--- src/inc/bcd_port_map.svh ---
`ifndef BCD_PORT_MAP_SVH
`define BCD_PORT_MAP_SVH
// Timing
`define CLK_PERIOD_NS        10
`define STROBE_TIME_US       200
`define STROBE_CYCLES        ((`STROBE_TIME_US * 1000) / `CLK_PERIOD_NS)
// Selector codes
`define SEL_DISABLED         3'h0
`define SEL_RATE             3'h1
`define SEL_AVG              3'h2
`define SEL_TOTAL            3'h3
`define SEL_TIME             3'h4
// Digit layout
`define DIGITS               6
`define DIGIT_BITS           4
`define HALF_BITS            12
`define DP_BITS              3
`endif

--- src/inc/bcd_port_pkg.sv ---
package bcd_port_pkg;
   typedef logic [23:0] bcd_word_t;
   typedef logic [2:0]  dp_code_t;
   typedef enum logic {MODE_RATE_SQRT, MODE_BATCH} meter_mode_t;
endpackage : bcd_port_pkg

--- src/rtl/pin_sync.sv ---
`timescale 1ns/10ps
// Three flip-flop input synchroniser; changes once stages two and three agree
module pin_sync #(
   parameter logic INIT = 1'b1
) (
   input  wire logic ref_clk,
   input  wire logic nrst,
   input  wire logic pin,
   output logic      level
);
   logic [2:0] stage;
   logic [2:0] next_stage;
   logic       next_level;

   // Next state
   always_comb begin
      next_stage = {stage[1:0], pin};
      next_level = (stage[2] == stage[1]) ? stage[1] : level;
   end

   // Registers
   always_ff @(posedge ref_clk) begin
      if (!nrst) begin
         stage <= {3{INIT}};
         level <= INIT;
      end else begin
         stage <= next_stage;
         level <= next_level;
      end
   end
endmodule : pin_sync

--- src/rtl/strobe_timer.sv ---
`timescale 1ns/10ps
// Active-low strobe held for a fixed count after each start pulse
module strobe_timer #(
   parameter int CYCLES = 20000
) (
   input  wire logic ref_clk,
   input  wire logic nrst,
   input  wire logic start,
   output logic      strobe_n
);
   localparam int W = $clog2(CYCLES + 1);
   logic [W-1:0] count;
   logic [W-1:0] next_count;
   logic         next_strobe_n;

   // Reload on start, count down otherwise
   always_comb begin
      next_count = count;
      if (start) begin
         next_count = W'(CYCLES - 1);
      end else if (count != '0) begin
         next_count = count - 1'b1;
      end
      next_strobe_n = !(start || (count != '0));
   end

   // Registers
   always_ff @(posedge ref_clk) begin
      if (!nrst) begin
         count    <= '0;
         strobe_n <= 1'b1;
      end else begin
         count    <= next_count;
         strobe_n <= next_strobe_n;
      end
   end
endmodule : strobe_timer

--- src/rtl/parallel_bcd_output_port.sv ---
// Function
// - selector picks value; zero disables output
// - freeze line low holds outputs unchanged
// - on release all digits refresh together
// - all digits change on one update
// - update strobe low about 200 us
// - strobe stays active low regardless polarity
// - overflow line driven only when fitted
// - multiplex mode shows upper digits when enabled
// - first line sense option sets upper enable
// - otherwise lower digits, second line enables
// - single line mode enables from first line
// - four line address XOR then AND
// - data lines high impedance when not enabled
// - data and point code invertible by option
// - point code 001 right, 110 left
// - six digits on 24 lines plus sign
`timescale 1ns/10ps
`include "bcd_port_map.svh"
module parallel_bcd_output_port #(
   parameter int STROBE_CYCLES = `STROBE_CYCLES
) (
   input  wire logic                      ref_clk,
   input  wire logic                      nrst,
   // Meter side values, all on ref_clk
   input  wire bcd_port_pkg::meter_mode_t meter_mode,
   input  wire logic [2:0]                output_value_selector,
   input  wire bcd_port_pkg::bcd_word_t   rate_value,
   input  wire bcd_port_pkg::bcd_word_t   batch_count_value,
   input  wire bcd_port_pkg::bcd_word_t   averaged_rate,
   input  wire bcd_port_pkg::bcd_word_t   batch_number_count,
   input  wire bcd_port_pkg::bcd_word_t   total_value,
   input  wire bcd_port_pkg::bcd_word_t   time_value,
   input  wire bcd_port_pkg::dp_code_t    dp_code,
   input  wire logic                      sign_in,
   input  wire logic                      overflow_in,
   input  wire logic                      value_update,
   // Jumper options, static
   input  wire logic                      overflow_line_option,
   input  wire logic                      multiplex_option_first,
   input  wire logic                      single_line_address_option,
   input  wire logic                      multiplex_option_second,
   input  wire logic                      first_line_sense_option,
   input  wire logic                      second_line_sense_option,
   input  wire logic                      third_line_sense_option,
   input  wire logic                      fourth_line_sense_option,
   input  wire logic                      polarity_option,
   // Reader side pins on the output connector
   input  wire logic                      hold_n,
   input  wire logic                      board_select_line_one,
   input  wire logic                      board_select_line_two,
   input  wire logic                      board_select_line_four,
   input  wire logic                      board_select_line_eight,
   output logic [23:0]                    bcd_out,
   output logic [23:0]                    bcd_oe_n,
   output logic [2:0]                     dp_out,
   output logic [2:0]                     dp_oe_n,
   output logic                           sign_out,
   output logic                           sign_oe_n,
   output logic                           overflow_out,
   output logic                           overflow_oe_n,
   output logic                           data_ready_n
);
   import bcd_port_pkg::*;

   //--------------------------------------------------------------
   // Pin synchronisers
   //--------------------------------------------------------------
   logic hold_s;
   logic sel1_s;
   logic sel2_s;
   logic sel4_s;
   logic sel8_s;

   pin_sync #(.INIT(1'b1)) u_sync_hold (
      .ref_clk (ref_clk),
      .nrst    (nrst),
      .pin     (hold_n),
      .level   (hold_s)
   );
   pin_sync #(.INIT(1'b1)) u_sync_b1 (
      .ref_clk (ref_clk),
      .nrst    (nrst),
      .pin     (board_select_line_one),
      .level   (sel1_s)
   );
   pin_sync #(.INIT(1'b1)) u_sync_b2 (
      .ref_clk (ref_clk),
      .nrst    (nrst),
      .pin     (board_select_line_two),
      .level   (sel2_s)
   );
   pin_sync #(.INIT(1'b1)) u_sync_b4 (
      .ref_clk (ref_clk),
      .nrst    (nrst),
      .pin     (board_select_line_four),
      .level   (sel4_s)
   );
   pin_sync #(.INIT(1'b1)) u_sync_b8 (
      .ref_clk (ref_clk),
      .nrst    (nrst),
      .pin     (board_select_line_eight),
      .level   (sel8_s)
   );

   //--------------------------------------------------------------
   // Value selection and latching
   //--------------------------------------------------------------
   bcd_word_t picked;
   bcd_word_t held_value;
   bcd_word_t next_held_value;
   dp_code_t  held_dp;
   dp_code_t  next_held_dp;
   logic      held_sign;
   logic      next_held_sign;
   logic      held_ovf;
   logic      next_held_ovf;
   logic      valid;
   logic      next_valid;
   logic      pending;
   logic      next_pending;
   logic      load;
   logic      enabled_sel;

   // Source mux by selector and meter mode
   always_comb begin
      enabled_sel = 1'b1;
      picked      = '0;
      case (output_value_selector)
         `SEL_RATE:  picked = (meter_mode == MODE_BATCH) ? batch_count_value : rate_value;
         `SEL_AVG:   picked = (meter_mode == MODE_BATCH) ? batch_number_count : averaged_rate;
         `SEL_TOTAL: picked = total_value;
         `SEL_TIME:  picked = time_value;
         default:    enabled_sel = 1'b0;
      endcase
   end

   // Update latch: one load moves all digits, deferred while frozen
   always_comb begin
      load            = 1'b0;
      next_pending    = pending;
      next_held_value = held_value;
      next_held_dp    = held_dp;
      next_held_sign  = held_sign;
      next_held_ovf   = held_ovf;
      next_valid      = valid && enabled_sel;
      if (!enabled_sel) begin
         next_pending = 1'b0;
      end else if (!hold_s) begin
         next_pending = pending || value_update;
      end else if (value_update || pending) begin
         load         = 1'b1;
         next_pending = 1'b0;
      end
      if (load) begin
         next_held_value = picked;
         next_held_dp    = dp_code;
         next_held_sign  = sign_in;
         next_held_ovf   = overflow_in;
         next_valid      = 1'b1;
      end
   end

   always_ff @(posedge ref_clk) begin
      if (!nrst) begin
         held_value <= '0;
         held_dp    <= '0;
         held_sign  <= 1'b0;
         held_ovf   <= 1'b0;
         valid      <= 1'b0;
         pending    <= 1'b0;
      end else begin
         held_value <= next_held_value;
         held_dp    <= next_held_dp;
         held_sign  <= next_held_sign;
         held_ovf   <= next_held_ovf;
         valid      <= next_valid;
         pending    <= next_pending;
      end
   end

   //--------------------------------------------------------------
   // Update strobe
   //--------------------------------------------------------------
   // Strobe never passes the polarity inversion
   strobe_timer #(.CYCLES(STROBE_CYCLES)) u_strobe (
      .ref_clk  (ref_clk),
      .nrst     (nrst),
      .start    (load),
      .strobe_n (data_ready_n)
   );

   //--------------------------------------------------------------
   // Enable decode
   //--------------------------------------------------------------
   logic mux_mode;
   logic upper_en;
   logic lower_en;
   logic board_en;
   logic [11:0] upper_oe_n;
   logic [11:0] lower_oe_n;
   logic [23:0] next_bcd_out;
   logic [23:0] next_bcd_oe_n;
   logic [2:0]  next_dp_out;
   logic        next_data_oe_n;
   logic        next_sign_out;
   logic        next_ovf_out;
   logic        next_ovf_oe_n;

   always_comb begin
      mux_mode = multiplex_option_first && single_line_address_option
                 && multiplex_option_second;
      // Low active when sense option fitted
      upper_en = sel1_s ^ first_line_sense_option;
      lower_en = !upper_en && (sel2_s ^ second_line_sense_option);
      if (single_line_address_option) begin
         board_en = sel1_s ^ first_line_sense_option;
      end else begin
         board_en = (sel1_s ^ first_line_sense_option)
                    && (sel2_s ^ second_line_sense_option)
                    && (sel4_s ^ fourth_line_sense_option)
                    && (sel8_s ^ third_line_sense_option);
      end
      next_data_oe_n = !(valid && (mux_mode ? (upper_en || lower_en) : board_en));
      // Polarity inversion on data and point code only
      next_bcd_out  = polarity_option ? ~held_value : held_value;
      next_dp_out   = polarity_option ? ~held_dp : held_dp;
      next_sign_out = held_sign;
      upper_oe_n    = {12{1'b1}};
      lower_oe_n    = {12{next_data_oe_n}};
      if (mux_mode) begin
         // Upper digits ride on the lower-digit lines
         next_bcd_out[11:0] = upper_en ? next_bcd_out[23:12] : next_bcd_out[11:0];
      end else begin
         upper_oe_n = {12{next_data_oe_n}};
      end
      next_bcd_oe_n = {upper_oe_n, lower_oe_n};
      next_ovf_out  = held_ovf;
      next_ovf_oe_n = !(overflow_line_option && valid);
   end

   // Output registers
   always_ff @(posedge ref_clk) begin
      if (!nrst) begin
         bcd_out       <= '0;
         bcd_oe_n      <= {24{1'b1}};
         dp_out        <= '0;
         dp_oe_n       <= {3{1'b1}};
         sign_out      <= 1'b0;
         sign_oe_n     <= 1'b1;
         overflow_out  <= 1'b0;
         overflow_oe_n <= 1'b1;
      end else begin
         bcd_out       <= next_bcd_out;
         bcd_oe_n      <= next_bcd_oe_n;
         dp_out        <= next_dp_out;
         dp_oe_n       <= {3{next_data_oe_n}};
         sign_out      <= next_sign_out;
         sign_oe_n     <= next_data_oe_n;
         overflow_out  <= next_ovf_out;
         overflow_oe_n <= next_ovf_oe_n;
      end
   end
endmodule : parallel_bcd_output_port

--- config.mk ---
export PLATFORM = sky130hd
export DESIGN_NAME = parallel_bcd_output_port
export DESIGN_NICKNAME = d
export VERILOG_FILES = /design/src/inc/bcd_port_pkg.sv /design/src/rtl/pin_sync.sv /design/src/rtl/strobe_timer.sv /design/src/rtl/parallel_bcd_output_port.sv
export VERILOG_INCLUDE_DIRS = /design/src /design/src/inc
export SDC_FILE = /design/constraint.sdc
export NUM_CORES = 1
export LEC_CHECK = 0
export BUFFER_PORTS_ARGS = -buffer_cell sky130_fd_sc_hd__buf_2
export CELL_PAD_IN_SITES_DETAIL_PLACEMENT = 1
export CELL_PAD_IN_SITES_GLOBAL_PLACEMENT = 2
export CORE_MARGIN = 1.5
export CORE_UTILIZATION = 25
export DETAILED_ROUTE_END_ITERATION = 12
export PLACE_DENSITY_LB_ADDON = 0.1
export SLEW_MARGIN = 20
export SYNTH_ARGS = -nofsm -noshare
export SYNTH_HDL_FRONTEND = slang
export SYNTH_SLANG_ARGS = --single-unit
--- constraint.sdc ---
create_clock -name ref_clk -period 3.6 [get_ports ref_clk]
set_input_delay 0.54 -clock ref_clk [delete_from_list [all_inputs] [get_ports ref_clk]]
set_output_delay 0.54 -clock ref_clk [all_outputs]
set_load 0.05 [all_outputs]
==> flow_results.org <==
** Run status
- The run finished with clean final reports.

** Cells and area
- The repair_antennas step left the layout with diodes totalling 0.
- Most used cells in the layout excluding fill and tap cells :: sky130_fd_sc_hd__buf_2 (228), sky130_fd_sc_hd__dfxtp_1 (99), sky130_fd_sc_hd__a21oi_1 (59)
- The finished cells cover 6215 um2.
- From synthesis to final layout, the design area changed by 29.86%.
- The filler cells instantiated in the layout total 2305.
- Share of cells above drive strength 1 :: 0.3512
- Most frequent standard cell in the layout excluding fill and tap cells :: sky130_fd_sc_hd__buf_2
- Nets@finish :: 895

** Setup path
- The worst setup path is launched from an input pin.
- Kind of end point of the critical path :: flop
- Type of the worst setup path :: input pin to flop
- STA puts the critical path data required time at 3.87 ns.
- Along the worst path, the maximum fanout reaches 56.
- In this run the worst setup path begins at output_value_selector[1].
- Worst reg2reg startpoint :: u_sync_b1.level
- Data arrival time of the worst path :: 2.43 ns

** Timing
- The total count of max-transition violations in the final report is 0.
- Post-route setup TNS :: 0 ns
- In this run the tightest slew margin relative to its limit is 0.3067.
- Slew at the pin closest to its max-slew limit :: 1.036 ns
- Final setup skew :: 0.005581 ns
- Share of the clock period used by the worst path after layout :: 0.6004
- Time the worst path needs with I/O delays and setup :: 2.162 ns
- Timing would allow up to 0.4626 GHz.
- The tightest hold path in the finished design has a slack of 0.3812 ns.
- Setup repair after global routing left no endpoint under its margin.
- Number of endpoints failing setup at the final stage :: 0
- Number of failing hold endpoints at the final stage :: 0

** Floorplan
- Area inside the core boundary :: 18770 um2
- Num rows :: 50
- For this configuration, the core starts out at a cell density of 0.2550.
- Top Ports :: 229
- Die width :: 141.4 um
- The die covers 19980 um2.
- Die height :: 141.4 um

** CTS
- Total of hold buffers inserted after clock tree synthesis :: 0
- After clock tree synthesis, the setup repair step added 0 buffers.
- For the worst-skew pair, the clock arrives at the later sink with an insertion delay of 0.34 ns.
- TritonCTS created 9 clock buffers.
- Clock sinks :: 99
- Maximum count of clock buffers along a single path :: 2
- The cell sitting at the root of the clock tree is a sky130_fd_sc_hd__clkbuf_16.
- Clk slew on worst S/H paths :: 0.07 ns
- Post-CTS sizing :: 0
- Max H-tree Level :: 3
- TritonCTS built the clock tree.

** Route
- Dividing the detail-routed via count by the number of cells gives 4.889.
- Drt drc :: 0
- The detail route stage leaves a number of antenna-violating nets equal to 0.
- Wire length per cell after detailed routing :: 16.99 um
- Post-Route WL :: 16360 um
- Number of detailed-routing iterations run before antenna repair :: 4
- Number of vias in the routed layout :: 4708
- In this run, the number of DRC markers left after iteration 0 of detailed routing was 204.

** Synthesis
- Post-synthesis cell type with the largest combined area :: sky130_fd_sc_hd__dfxtp_1
- The cell area that synthesis handed to floorplanning was 4786 um2.
- Top post-synthesis cells by area :: sky130_fd_sc_hd__dfxtp_1 (41%), sky130_fd_sc_hd__mux2i_1 (10%), sky130_fd_sc_hd__a21oi_1 (6.2%)
- Number of unique standard cell types used by synthesis :: 40
- Post-synthesis sequential area ratio :: 0.4141
- Top cell type's share of synthesized area :: 0.4141
- During synthesis, Yosys emitted a total of 0 warnings.
- Number of nets in the synthesized netlist :: 718
- Mapped Cells :: 547
- Number of storage elements in the synthesis netlist :: 99
- The average instance in the mapped netlist occupies 8.749 um2.

** Global route
- The first global-routing pass estimated 26030 um of wire.
- Largest net degree at the start of global routing :: 57
- Total global-route track usage :: 0.1655
- Number of antenna violations at the first check in global routing :: 0
- Number of global-route vias before repair :: 4749
- Total gr overflow :: 0

** Placed design
- Summing all placed instances gives a cell area of 5913 um2.
- Once detailed placement completed, the half-perimeter wirelength came to 12770 um.
- At the end of routability-driven placement, the weighted congestion stood at 0.8170.
- IO buf count :: 228

** Pwr
- Overall power :: 2.831 mW
- Max rail drop VDD :: 202.1 uV
- Dividing total power by cell area gives a power density of 455.5 nW/um2.
- In this run the static leakage power is 2.670 nW.

** Run
- Max-capacitance violation count :: 0

** Worst hold path
- Type of the worst min-delay path :: input pin to flop
- Worst Hold Launch :: board_select_line_four
==> layout make-up <==
type	count	area [um2]	share of cell area
clock buffers	9	225.2	0.03624
clock inverters	7	68.82	0.01107
inverters	4	15.01	0.002416
multi-input cells	376	2445	0.3934
flip-flops and latches	99	1982	0.3189
well taps	234	292.8	0.04711
repair buffers	234	1186	0.1909
==> cells in the mapped netlist, drive strengths merged <==
cell type	number
a221oi	24
nand4	2
a21oi	59
a31oi	5
or3	7
nor3b	13
o41ai	1
o21ai	50
xnor2	17
ha	1
nor2	24
nand2b	16
or4	6
clkinv	1
dfxtp	99
and2	2
or3b	2
or4b	2
nor4	1
inv	3
and3	2
o211ai	1
nor3	5
nand2	16
buf	33
o31ai	4
clkbuf	35
mux2i	49
nor2b	2
and3b	1
nand4b	1
o21a	2
nand3	31
nor4b	1
and4	1
o22ai	24
xor2	4
==> layer usage <==
| layer | track usage | vias up | wire [um] |
|---|---|---|---|
| li1 | - | 2343 | - |
| met1 | 0.2154 | 2175 | 7310 |
| met2 | 0.2830 | 178 | 7980 |
| met3 | 0.02970 | 12 | 871 |
| met4 | 0.04167 | 0 | 201 |
| met5 | 0 | - | 0 |
==> kinds of logic after synthesis <==
logic type	count (synthesis)	share of synthesized area
DFF	99	0.4141
adders and majority gates	1	0.002614
buffers and inverters	72	0.07791
xor gates and xnor gates	21	0.03843
and+or+nand+nor	135	0.1558
muxes	49	0.1025
AOI/OAI and AO/OA	170	0.2086
==> report_power, final <==
part           total, mW  switching [mW]  leakage, nW  internal (mW)
logic              0.631           0.389         1.71          0.242
registers           1.24          0.0629        0.818           1.18
clock network      0.957           0.421        0.141          0.536
total               2.83           0.872         2.67           1.96
==> through the flow <==
stage          setup slack, ns  std cells  utilization
6_report                 1.438        963       0.3311
5_1_grt                  1.207        963       0.3311
4_1_cts                  1.433        963       0.3307
2_1_floorplan            1.715        547            -
3_5_place_dp             1.072        947       0.3151
3_3_place_gp             1.171        947       0.3151
==> critical path: stages <==
cell and delay, ns:
sky130_fd_sc_hd__buf_2 0.13, sky130_fd_sc_hd__o21ai_0 0.45, sky130_fd_sc_hd__and3_2 0.92, sky130_fd_sc_hd__o21ai_0 0.22, sky130_fd_sc_hd__a21oi_1 0.16
==> final timing paths <==
path	end	slack, ns	cells after the start
worst max-delay path	held_value[10]	1.44	5
worst min-delay path	u_sync_b4.stage[0]	0.38	2
worst max register to register	bcd_out[7]	1.53	4
worst min register to register	u_sync_b4.stage[1]	0.41	1
==> sequential cells by signal, summed over array words and instances, names as in the netlist, 2 cells and up <==
name               flops
bcd_out               24
u_sync_b8.stage        3
u_sync_hold.stage      3
held_value            24
u_sync_b2.stage        3
u_sync_b1.stage        3
bcd_oe_n               2
dp_out                 3
u_sync_b4.stage        3
held_dp                3
u_strobe.count        15
Power figures use the tool's default switching activity.
